File: src/pkg/pflt_pkg.sv
// constants shared by the port foldback limit timer design
//------------------------------------------------------------------
//------------------------------------------------------------------
package pflt_pkg;
  localparam int NPORTS = 4;
  localparam int TMR_W = 8;
  // timing
  localparam int CLK_MHZ = 50;
  localparam int TICK_US = 10;
  localparam int TICK_CYCLES = TICK_US * CLK_MHZ;
  localparam int TICK_W = 9;
  localparam int UP_DIV = 4; // count-up runs at a quarter of the down rate
  localparam logic [1:0] UP_DIV_LAST = 2'h3;
  // timeout setting to full count, in ticks
  localparam logic [TMR_W-1:0] LIMIT_TIMEOUT_SETTING_MAX0 = 8'h3C;
  localparam logic [TMR_W-1:0] LIMIT_TIMEOUT_SETTING_MAX1 = 8'h0F;
  localparam logic [TMR_W-1:0] LIMIT_TIMEOUT_SETTING_MAX2 = 8'h1E;
  localparam logic [TMR_W-1:0] LIMIT_TIMEOUT_SETTING_MAX3 = 8'h78;
  localparam logic [TMR_W-1:0] TMR_ZERO = 8'h00;
  localparam logic [TMR_W-1:0] TMR_ONE = 8'h01;
  // register byte offsets
  localparam logic [7:0] OFS_CTRL = 8'h00;
  localparam logic [7:0] OFS_CURVE = 8'h04;
  localparam logic [7:0] OFS_TIMING = 8'h08;
  localparam logic [7:0] OFS_CUTCFG = 8'h0C;
  localparam logic [7:0] OFS_STATUS = 8'h10;
  localparam logic [7:0] OFS_EVENT = 8'h14;
  localparam logic [7:0] OFS_MASK = 8'h18;
  localparam logic [7:0] OFS_TMRVAL = 8'h1C;
  // control fields
  localparam int CTRL_AUTO_BIT = 4;
  localparam int CTRL_ALT_SENSE_BIT = 5;
  localparam int CUT_W = 3;
  // auto mode encodings of the cut threshold and of the class result
  localparam logic [2:0] CUT_TYPE1 = 3'h0;
  localparam logic [2:0] CUT_TYPE2 = 3'h6;
  localparam logic [2:0] CLASS_TYPE2 = 3'h4;
  // reset values
  localparam logic [5:0] CTRL_RST = 6'h00;
  localparam logic [3:0] CURVE_RST = 4'h0;
  localparam logic [1:0] TIMING_RST = 2'h0;
  localparam logic [11:0] CUTCFG_RST = 12'h000;
  localparam logic [3:0] EVENT_RST = 4'h0;
  localparam logic [3:0] MASK_RST = 4'h0;
endpackage : pflt_pkg

File: src/pkg/pflt_timer_if.sv
// signals between the port supervisor and one limit timer
`timescale 1ns/100ps
interface pflt_timer_if;
  logic tick;
  logic turn_on;
  logic powered;
  logic limit;
  logic [1:0] setting;
  logic [pflt_pkg::TMR_W-1:0] count;
  logic expire;
  modport ctrl (output tick, output turn_on, output powered,
                output limit, output setting, input count, input expire);
  modport tmr (input tick, input turn_on, input powered,
               input limit, input setting, output count, output expire);
endinterface : pflt_timer_if

File: src/core/pflt_sync.sv
// three stage synchroniser with agreement filter for pin inputs
`timescale 1ns/100ps
module pflt_sync #(
  parameter int W = 4
) (
  input wire logic pclk,
  input wire logic presetn,
  input wire logic [W-1:0] async_in,
  output logic [W-1:0] sync_out
);
  logic [W-1:0] s1_q, s2_q, s3_q, out_q;
  logic [W-1:0] out_d;

  // a bit changes only once stages two and three agree
  generate
    for (genvar i = 0; i < W; i++) begin : g_bit
      always_comb begin
        out_d[i] = (s2_q[i] == s3_q[i]) ? s3_q[i] : out_q[i];
      end
    end
  endgenerate

  always_ff @(posedge pclk or negedge presetn) begin
    if (!presetn) begin
      s1_q <= '0;
      s2_q <= '0;
      s3_q <= '0;
      out_q <= '0;
    end else begin
      s1_q <= async_in;
      s2_q <= s1_q;
      s3_q <= s2_q;
      out_q <= out_d;
    end
  end

  assign sync_out = out_q;
endmodule : pflt_sync

File: src/core/pflt_limit_timer.sv
// per-port up/down limit timer with saturation and expiry pulse
`timescale 1ns/100ps
module pflt_limit_timer (
  input wire logic pclk,
  input wire logic presetn,
  pflt_timer_if.tmr tif
);
  logic [pflt_pkg::TMR_W-1:0] cnt_q, cnt_d, max_cnt;
  logic [1:0] up_q, up_d;
  logic exp_q, exp_d;

  // full count chosen by the timeout setting
  always_comb begin
    case (tif.setting)
      2'h0: max_cnt = pflt_pkg::LIMIT_TIMEOUT_SETTING_MAX0;
      2'h1: max_cnt = pflt_pkg::LIMIT_TIMEOUT_SETTING_MAX1;
      2'h2: max_cnt = pflt_pkg::LIMIT_TIMEOUT_SETTING_MAX2;
      default: max_cnt = pflt_pkg::LIMIT_TIMEOUT_SETTING_MAX3;
    endcase
  end

  // down on limit, slow up otherwise; a setting change also clamps
  always_comb begin
    cnt_d = cnt_q;
    up_d = up_q;
    exp_d = 1'b0;
    if (tif.turn_on || !tif.powered) begin
      cnt_d = max_cnt;
      up_d = 2'h0;
    end else if (tif.tick) begin
      if (tif.limit) begin
        up_d = 2'h0;
        if (cnt_q <= pflt_pkg::TMR_ONE) begin
          cnt_d = pflt_pkg::TMR_ZERO;
          exp_d = 1'b1;
        end else begin
          cnt_d = cnt_q - pflt_pkg::TMR_ONE;
        end
      end else begin
        up_d = 2'(up_q + 2'h1);
        if (cnt_q >= max_cnt) begin
          cnt_d = max_cnt;
        end else if (up_q == pflt_pkg::UP_DIV_LAST) begin
          cnt_d = cnt_q + pflt_pkg::TMR_ONE;
        end
      end
    end
  end

  always_ff @(posedge pclk or negedge presetn) begin
    if (!presetn) begin
      cnt_q <= pflt_pkg::LIMIT_TIMEOUT_SETTING_MAX0;
      up_q <= 2'h0;
      exp_q <= 1'b0;
    end else begin
      cnt_q <= cnt_d;
      up_q <= up_d;
      exp_q <= exp_d;
    end
  end

  assign tif.count = cnt_q;
  assign tif.expire = exp_q;
endmodule : pflt_limit_timer

File: src/core/pflt_top.sv
// four-port foldback supervision with limit timers and apb registers
//
// The register addresses and the APB slave port are this design's own decisions.
`timescale 1ns/100ps
module pflt_top (
  input wire logic pclk,
  input wire logic presetn,
  input wire logic psel,
  input wire logic penable,
  input wire logic pwrite,
  input wire logic [7:0] paddr,
  input wire logic [31:0] pwdata,
  input wire logic [3:0] pstrb,
  output logic [31:0] prdata,
  output logic pready,
  output logic pslverr,
  input wire logic [3:0] limit_cmp,
  input wire logic [3:0] power_good,
  input wire logic [3:0] short_det,
  input wire logic [11:0] class_result,
  output logic [3:0] port_power_en,
  output logic [3:0] inrush_limit_en,
  output logic [3:0] dual_slope_en,
  output logic [3:0] curve_double,
  output logic [3:0] gate_force_zero,
  output logic [3:0] hard_current_limit,
  output logic [11:0] overcurrent_cut_threshold,
  output logic alt_sense_resistor_sel,
  output logic irq
);
  localparam int N = pflt_pkg::NPORTS;

  //----------------------------------------------------------------
  // pin synchronisers
  //----------------------------------------------------------------
  logic [N-1:0] limit_s, pg_s, short_s;

  pflt_sync #(.W(N)) u_sync_lim (
    .pclk(pclk), .presetn(presetn), .async_in(limit_cmp),
    .sync_out(limit_s)
  );
  pflt_sync #(.W(N)) u_sync_pg (
    .pclk(pclk), .presetn(presetn), .async_in(power_good),
    .sync_out(pg_s)
  );
  pflt_sync #(.W(N)) u_sync_sc (
    .pclk(pclk), .presetn(presetn), .async_in(short_det),
    .sync_out(short_s)
  );

  //----------------------------------------------------------------
  // tick divider
  //----------------------------------------------------------------
  localparam logic [pflt_pkg::TICK_W-1:0] TICK_LAST =
    pflt_pkg::TICK_W'(pflt_pkg::TICK_CYCLES - 1);
  logic [pflt_pkg::TICK_W-1:0] div_q, div_d;
  logic tick;

  // one enable pulse every tick period
  always_comb begin
    tick = (div_q == TICK_LAST);
    div_d = tick ? '0 : pflt_pkg::TICK_W'(div_q + 1'b1);
  end

  always_ff @(posedge pclk or negedge presetn) begin
    if (!presetn) begin
      div_q <= '0;
    end else begin
      div_q <= div_d;
    end
  end

  //----------------------------------------------------------------
  // register file
  //----------------------------------------------------------------
  logic [5:0] ctrl_q, ctrl_d;
  logic [3:0] curve_q, curve_d;
  logic [1:0] timing_q, timing_d;
  logic [11:0] cutcfg_q, cutcfg_d;
  logic [3:0] event_q, event_d;
  logic [3:0] mask_q, mask_d;
  logic [31:0] rdata_q, rdata_d;
  logic [3:0] expire;
  logic [pflt_pkg::TMR_W-1:0] tcount [N];
  logic [N-1:0] power_q, power_d;
  logic wr_en, setup, mapped;

  assign setup = psel && !penable;
  assign wr_en = psel && penable && pwrite;

  // address decode
  always_comb begin
    case (paddr)
      pflt_pkg::OFS_CTRL, pflt_pkg::OFS_CURVE, pflt_pkg::OFS_TIMING,
      pflt_pkg::OFS_CUTCFG, pflt_pkg::OFS_STATUS, pflt_pkg::OFS_EVENT,
      pflt_pkg::OFS_MASK, pflt_pkg::OFS_TMRVAL: mapped = 1'b1;
      default: mapped = 1'b0;
    endcase
  end

  // read data is latched in the setup cycle so it comes from flops
  always_comb begin
    rdata_d = rdata_q;
    if (setup) begin
      case (paddr)
        pflt_pkg::OFS_CTRL: rdata_d = {26'h0, ctrl_q};
        pflt_pkg::OFS_CURVE: rdata_d = {28'h0, curve_q};
        pflt_pkg::OFS_TIMING: rdata_d = {30'h0, timing_q};
        pflt_pkg::OFS_CUTCFG: rdata_d = {20'h0, cutcfg_q};
        pflt_pkg::OFS_STATUS: rdata_d = {16'h0, short_s, pg_s,
                                         limit_s, power_q};
        pflt_pkg::OFS_EVENT: rdata_d = {28'h0, event_q};
        pflt_pkg::OFS_MASK: rdata_d = {28'h0, mask_q};
        pflt_pkg::OFS_TMRVAL: rdata_d = {tcount[3], tcount[2],
                                         tcount[1], tcount[0]};
        default: rdata_d = 32'h0000_0000;
      endcase
    end
  end

  // writes honour byte lane 0 and 1 strobes; fault flags are w1c
  always_comb begin
    ctrl_d = ctrl_q;
    curve_d = curve_q;
    timing_d = timing_q;
    cutcfg_d = cutcfg_q;
    mask_d = mask_q;
    event_d = event_q;
    if (wr_en && pstrb[0]) begin
      case (paddr)
        pflt_pkg::OFS_CTRL: ctrl_d = pwdata[5:0];
        pflt_pkg::OFS_CURVE: curve_d = pwdata[3:0];
        pflt_pkg::OFS_TIMING: timing_d = pwdata[1:0];
        pflt_pkg::OFS_CUTCFG: cutcfg_d[7:0] = pwdata[7:0];
        pflt_pkg::OFS_EVENT: event_d = event_q & ~pwdata[3:0];
        pflt_pkg::OFS_MASK: mask_d = pwdata[3:0];
        default: ctrl_d = ctrl_q;
      endcase
    end
    if (wr_en && pstrb[1] && paddr == pflt_pkg::OFS_CUTCFG) begin
      cutcfg_d[11:8] = pwdata[11:8];
    end
    // a fresh expiry beats a clear in the same cycle
    event_d = event_d | expire;
  end

  always_ff @(posedge pclk or negedge presetn) begin
    if (!presetn) begin
      ctrl_q <= pflt_pkg::CTRL_RST;
      curve_q <= pflt_pkg::CURVE_RST;
      timing_q <= pflt_pkg::TIMING_RST;
      cutcfg_q <= pflt_pkg::CUTCFG_RST;
      event_q <= pflt_pkg::EVENT_RST;
      mask_q <= pflt_pkg::MASK_RST;
      rdata_q <= 32'h0000_0000;
    end else begin
      ctrl_q <= ctrl_d;
      curve_q <= curve_d;
      timing_q <= timing_d;
      cutcfg_q <= cutcfg_d;
      event_q <= event_d;
      mask_q <= mask_d;
      rdata_q <= rdata_d;
    end
  end

  // zero wait states; unmapped accesses answer with an error
  assign pready = 1'b1;
  assign pslverr = psel && penable && !mapped;
  assign prdata = rdata_q;
  assign irq = |(event_q & mask_q);
  assign alt_sense_resistor_sel = ctrl_q[pflt_pkg::CTRL_ALT_SENSE_BIT];

  //----------------------------------------------------------------
  // per-port power control and limit timers
  //----------------------------------------------------------------
  logic [N-1:0] lock_q, lock_d, turn_on;
  logic [N-1:0] hl_q, hl_d;
  logic [11:0] cut_q, cut_d;
  logic auto_mode;

  assign auto_mode = ctrl_q[pflt_pkg::CTRL_AUTO_BIT];

  generate
    for (genvar i = 0; i < N; i++) begin : g_port
      pflt_timer_if tif ();

      // a port refused after expiry until its enable is dropped
      always_comb begin
        turn_on[i] = ctrl_q[i] && !power_q[i] && !lock_q[i];
        power_d[i] = power_q[i];
        lock_d[i] = lock_q[i];
        hl_d[i] = hl_q[i];
        cut_d[3*i +: 3] = cut_q[3*i +: 3];
        if (!ctrl_q[i]) begin
          power_d[i] = 1'b0;
          lock_d[i] = 1'b0;
        end else if (expire[i]) begin
          power_d[i] = 1'b0;
          lock_d[i] = 1'b1;
        end else if (turn_on[i]) begin
          power_d[i] = 1'b1;
          // thresholds settle in the same edge that powers the port
          if (auto_mode) begin
            if (class_result[3*i +: 3] == pflt_pkg::CLASS_TYPE2) begin
              cut_d[3*i +: 3] = pflt_pkg::CUT_TYPE2;
              hl_d[i] = 1'b1;
            end else begin
              cut_d[3*i +: 3] = pflt_pkg::CUT_TYPE1;
              hl_d[i] = 1'b0;
            end
          end
        end
        // outside auto mode the host values pass straight through
        if (!auto_mode) begin
          cut_d[3*i +: 3] = cutcfg_q[3*i +: 3];
          hl_d[i] = curve_q[i];
        end
      end

      assign tif.tick = tick;
      assign tif.turn_on = turn_on[i];
      assign tif.powered = power_q[i];
      // a short always sits above the foldback threshold
      assign tif.limit = limit_s[i] || short_s[i];
      assign tif.setting = timing_q;
      assign expire[i] = tif.expire;
      assign tcount[i] = tif.count;

      pflt_limit_timer u_tmr (
        .pclk(pclk),
        .presetn(presetn),
        .tif(tif)
      );

      // inrush profile does not look at the curve select at all
      assign inrush_limit_en[i] = power_q[i] && !pg_s[i];
      assign dual_slope_en[i] = power_q[i] && pg_s[i];
      assign curve_double[i] = power_q[i] && pg_s[i] && hl_q[i];
      // gate pulled low on a short while foldback keeps regulating
      assign gate_force_zero[i] = power_q[i] && short_s[i];
    end
  endgenerate

  always_ff @(posedge pclk or negedge presetn) begin
    if (!presetn) begin
      power_q <= '0;
      lock_q <= '0;
      hl_q <= '0;
      cut_q <= '0;
    end else begin
      power_q <= power_d;
      lock_q <= lock_d;
      hl_q <= hl_d;
      cut_q <= cut_d;
    end
  end

  assign port_power_en = power_q;
  assign hard_current_limit = hl_q;
  assign overcurrent_cut_threshold = cut_q;
endmodule : pflt_top

File: config.mk
export PLATFORM = sky130hd
export DESIGN_NAME = pflt_top
export DESIGN_NICKNAME = d
export VERILOG_FILES = /design/src/pkg/pflt_pkg.sv /design/src/pkg/pflt_timer_if.sv /design/src/core/pflt_sync.sv /design/src/core/pflt_limit_timer.sv /design/src/core/pflt_top.sv
export SDC_FILE = /design/constraint.sdc
export NUM_CORES = 1
export LEC_CHECK = 0
export BUFFER_PORTS_ARGS = -buffer_cell sky130_fd_sc_hd__buf_4
export CELL_PAD_IN_SITES_DETAIL_PLACEMENT = 1
export CELL_PAD_IN_SITES_GLOBAL_PLACEMENT = 2
export CORE_AREA = 5 5 255 182
export CTS_CLUSTER_DIAMETER = 120
export CTS_CLUSTER_SIZE = 8
export DETAILED_ROUTE_END_ITERATION = 12
export DIE_AREA = 0 0 260 187
export GPL_TIMING_DRIVEN = 0
export HOLD_SLACK_MARGIN = 0.12
export PLACE_DENSITY_LB_ADDON = 0.2
export SYNTH_ARGS = -nofsm -noshare
export SYNTH_HDL_FRONTEND = slang
export SYNTH_SLANG_ARGS = --single-unit
File: constraint.sdc
create_clock -name pclk -period 7.65 [get_ports pclk]
set_input_delay 1.1475 -clock pclk [delete_from_list [all_inputs] [get_ports pclk]]
set_output_delay 1.1475 -clock pclk [all_outputs]
set_load 0.02 [all_outputs]
==> results by group <==
Critical path
  • Destination of the critical timing path: g_port[3].u_tmr.tif.count[1]$_DFFE_PN0P_
  • Highest net fanout along the worst path: 9
  • Register-to-Register Setup Slack: 3400 ps
  • Data required time at the worst endpoint: 7980 ps
  • Type of element launching the critical path: flop
  • Type of the worst setup path: flop to flop
  • Depth of the worst register-to-register path: 10
  • Endpoint of the most critical register-to-register path: g_port[3].u_tmr.tif.count[1]$_DFFE_PN0P_
  • Origin of the critical flop-to-flop path: g_port[0].tif.setting[0]$_DFFE_PN0P_
  • Signal arrival time at the worst endpoint: 4590 ps
  • Origin of the worst setup path: g_port[0].tif.setting[0]$_DFFE_PN0P_
  • CP Capture Type: flop

Synthesis
  • Complex-gate fraction of the synthesized area: 0.164
  • Synth cell types: 73
  • Number of enable-type register cells in the synthesized netlist: 0
  • Count of synthesis-stage warnings from yosys: 0
  • Largest family of logic cells by synthesized area: simple AND/OR/NAND/NOR gates
  • Number of instances in the synthesized netlist: 1,017
  • Most instantiated library cell after synthesis: sky130_fd_sc_hd__dfrtp_1
  • Portion of the post-synthesis area used by sequential elements: 0.479
  • Net count after synthesis: between 1,000 and 1,500
  • Total of flip-flops plus latches after synthesis: about 190
  • Prevailing post-synth register cell: sky130_fd_sc_hd__dfrtp_1
  • Top-area cell type share of the netlist area: 0.436
  • Multiplexer area fraction after synthesis: 0.0421
  • Cell type contributing the most total cell area after synthesis: sky130_fd_sc_hd__dfrtp_1
  • Synth Area in Simple Gates: 0.187
  • Most instantiated cells after synthesis: sky130_fd_sc_hd__dfrtp_1 (173), sky130_fd_sc_hd__nand2_1 (129), sky130_fd_sc_hd__o21ai_0 (72), sky130_fd_sc_hd__nor2_1 (67), sky130_fd_sc_hd__ha_1 (43)
  • Most area-consuming cells after synthesis: sky130_fd_sc_hd__dfrtp_1 (44%), sky130_fd_sc_hd__ha_1 (5.4%), sky130_fd_sc_hd__nand2_1 (4.9%)
  • Synth Area in XOR/XNOR: 0.0256
  • Arithmetic-cell share of the synthesized area counting full adders, half adders and majority gates: 0.0663
  • Post-synthesis average cell area: 9.76 µm²
  • FFs w/ async S/R, synth: 1.00
  • Post-Syn Area: between 9000 and 10,000 µm²

Timing
  • Final worst path period share: 0.556
  • Min cycle time layout: 4250 ps
  • Count of pins over their slew limit: 0
  • Slew @ Worst Pin: 1050 ps
  • Upper clock frequency limit: 0.235 GHz
  • Worst Clk Skew: 14.1 ps
  • Final count of negative-setup-slack endpoints: 0
  • Worst Slack Setup Final: 3400 ps
  • Setup_tns: 0 ps
  • RSZ-0062 raised after global routing: no
  • Headroom to the max-slew limit: 0.282
  • Final Hold Fails: 0

CTS
  • CTS tree: built
  • Maximum level of the CTS H-tree: 4
  • Num Clock Sinks: 189
  • Number of buffers inserted by post-CTS setup repair: 0
  • Cell chosen for the clock root: sky130_fd_sc_hd__clkbuf_16
  • Quantity of hold-fixing buffers added after cts: 0
  • Total CTS buffers: 17
  • Post-cts repair resize count: 0
  • Max Root-Sink Buffers: 2
  • Clock latency on the worst-skew pair: 460 ps
  • Register clock-pin slew on the reported worst setup and hold paths: 80 ps

Detailed routing
  • Vias: 8,389
  • Total Routed Length: 37,200 µm
  • Post-detailed-route DRC marker count: 0
  • Pre-antenna DRT Iters: 5
  • Number of routed nets with antenna violations: 0
  • Detailed router's first-iteration violation count: ~500
  • Via-to-Cell Ratio: 4.75
  • WL/cell: 21.1 µm

Floorplan
  • Initial Utilization: 0.228
  • DIE HEIGHT: 187 µm
  • Placeable core region: 43,500 µm²
  • Number of rows in the core area: 64
  • Width of the die: 260 µm
  • Floorplan die area: 48,600 µm²
  • Top-level I/O count: 145

GRT
  • Number of global-route vias before repair: approximately 9,000
  • GRT overflow: 0
  • Initial antenna violation count: 2
  • Largest net degree at the start of global routing: 99
  • Overall fraction of global-route tracks in use: 0.153
  • Global-route wire length before repair: 57,200 µm

Finish
  • Layout-stage area growth over the synthesis result: 23.2%
  • Number of nets in the layout: 1,275
  • Antenna Diode Count: 0
  • Area occupied by multi-input gates: 4820 µm²
  • Sequential cell area in the final layout: between 4000 and 5000 µm²
  • Fill cell count: 5,008
  • Layout cells sized above 1: 0.203

Power and ir drop
  • Combinational fraction of design power: 0.073
  • Static power due to leakage: 0.00533 µW
  • Switching share of total power: 0.280
  • P per Cell Area: 176 nW/µm²
  • Peak VDD IR: 0.122 mV
  • Internal power: 1550 µW
  • Clock Power Share: 0.440
  • Total power: 2150 µW
  • Net Sw Power: between 600 and 700 µW
  • Sequential fraction of design power: 0.487

Placed design
  • # port buffers: ~120
  • HPWL reported at the end of detailed placement: approximately 28,000 µm
  • Final estimated routing congestion in global placement: ~0.8
  • Pre-CTS setup slack: 3490 ps

Flow run
  • Number of maximum-capacitance violations: 0

Outcome
  • Status: completed

Hold path
  • Type of the most critical hold path: flop to flop
-- area by class of cell --
class | instances | area share
clock inverters | 14 | 0.0143
flip-flops and latches | 189 | 0.388
clock buffers | 18 | 0.0351
well taps | 594 | 0.0608
multi-input cells | 743 | 0.394
inverters | 24 | 0.00737
repair buffers | 123 | 0.0778
plain buffers | 61 | 0.0222
-- metrics by stage --
step	area, µm²	hold slack (ps)	instances	util
after floorplan	9920	331	1017	-
after global placement	11600	333	1732	0.266
after detailed placement	11600	337	1734	0.267
after CTS	12200	353	1766	0.281
after global routing	12200	362	1766	0.281
final	12200	347	1766	0.281
-- cells in the final DEF, fill, tap and decap left out, types with 5 or more instances in the layout --
cell type	instances
sky130_fd_sc_hd__maj3_1	12
sky130_fd_sc_hd__o211ai_1	7
sky130_fd_sc_hd__nor2_1	67
sky130_fd_sc_hd__a221oi_1	9
sky130_fd_sc_hd__o22ai_1	8
sky130_fd_sc_hd__a211o_1	5
sky130_fd_sc_hd__xnor2_1	16
sky130_fd_sc_hd__nor2b_1	15
sky130_fd_sc_hd__nor3_1	28
sky130_fd_sc_hd__a21o_1	8
sky130_fd_sc_hd__a221o_1	5
sky130_fd_sc_hd__buf_2	10
sky130_fd_sc_hd__dfrtp_1	173
sky130_fd_sc_hd__nand4_1	9
sky130_fd_sc_hd__a22o_1	9
sky130_fd_sc_hd__xor2_1	13
sky130_fd_sc_hd__a22oi_1	13
sky130_fd_sc_hd__clkbuf_16	17
sky130_fd_sc_hd__mux2i_1	8
sky130_fd_sc_hd__and2_1	11
sky130_fd_sc_hd__nor4_1	6
sky130_fd_sc_hd__nand3_1	38
sky130_fd_sc_hd__buf_4	127
sky130_fd_sc_hd__inv_1	23
sky130_fd_sc_hd__mux2_2	30
sky130_fd_sc_hd__or2_2	5
sky130_fd_sc_hd__nand2b_1	28
sky130_fd_sc_hd__o21a_1	8
sky130_fd_sc_hd__or3_1	6
sky130_fd_sc_hd__and3_1	12
sky130_fd_sc_hd__clkbuf_1	43
sky130_fd_sc_hd__a21oi_1	41
sky130_fd_sc_hd__a31oi_1	15
sky130_fd_sc_hd__o21ai_0	72
sky130_fd_sc_hd__nand2_1	129
sky130_fd_sc_hd__a211oi_1	6
sky130_fd_sc_hd__ha_1	43
sky130_fd_sc_hd__dfstp_2	16
sky130_fd_sc_hd__a41oi_1	5
-- per-layer routing --
| metal | part of all wire | vias up | track usage |
|---|---|---|---|
| li1 | - | 3933 | - |
| met1 | 0.54 | 4337 | 0.240 |
| met2 | 0.43 | 99 | 0.223 |
| met3 | 0.026 | 20 | 0.0247 |
| met4 | 0.0081 | 0 | 0.0240 |
| met5 | 0 | - | 0 |
-- cells by family (layout without fill, tap and decap cells) --
group	after synthesis	count (layout)
adder cells (fa/ha/maj)	55	55
AND/OR/NAND/NOR	377	377
other	1	1
flip-flops	189	189
AO/OA/AOI/OAI	243	243
multiplexers	38	38
XOR/XNOR	29	29
buffers and inverters	85	240
-- worst min path at each step --
stage	from	endpoint	slack, ps	depth (start not counted)
2_1_floorplan	u_sync_lim.s1_q[0]$_DFF_PN0_	u_sync_lim.s2_q[0]$_DFF_PN0_	330	0
3_3_place_gp	u_sync_sc.s1_q[0]$_DFF_PN0_	u_sync_sc.s2_q[0]$_DFF_PN0_	330	0
3_5_place_dp	u_sync_lim.s1_q[1]$_DFF_PN0_	u_sync_lim.s2_q[1]$_DFF_PN0_	340	0
4_1_cts	u_sync_pg.s1_q[1]$_DFF_PN0_	u_sync_pg.s2_q[1]$_DFF_PN0_	350	0
5_1_grt	u_sync_lim.s1_q[3]$_DFF_PN0_	u_sync_lim.s2_q[3]$_DFF_PN0_	360	0
6_report	u_sync_pg.s1_q[1]$_DFF_PN0_	u_sync_pg.s2_q[1]$_DFF_PN0_	350	0
-- registers in the layout (all words and copies together), names as in the netlist, 6 cells and up --
signal / flops
ctrl_q: 6
cutcfg_q: 12
div_q: 9
g_port.u_tmr.tif.count: 32
g_port.u_tmr.up_q: 8
overcurrent_cut_threshold: 12
prdata: 32
-- power groups by stage --
stage | combinational [µW] | sequential (µW) | clock (µW)
3_5_place_dp | 160 | 1070 | 0
4_1_cts | 160 | 1050 | 980
3_3_place_gp | 156 | 1070 | 0
6_report | 157 | 1050 | 945
2_1_floorplan | 75.4 | 1050 | 0
5_1_grt | 174 | 1050 | 1020
-- worst max-delay path, stage by stage, from the launching register on --
cell and delay, ps:
sky130_fd_sc_hd__dfrtp_1 450, sky130_fd_sc_hd__ha_1 430, sky130_fd_sc_hd__clkbuf_1 440, sky130_fd_sc_hd__inv_1 410, sky130_fd_sc_hd__ha_1 410, sky130_fd_sc_hd__nand2_1 70
sky130_fd_sc_hd__nor3_1 80, sky130_fd_sc_hd__a2111oi_0 950, sky130_fd_sc_hd__o21ai_0 490, sky130_fd_sc_hd__a22oi_1 310, sky130_fd_sc_hd__a21oi_1 100
No activity file was read; power rests on OpenSTA's default activity.
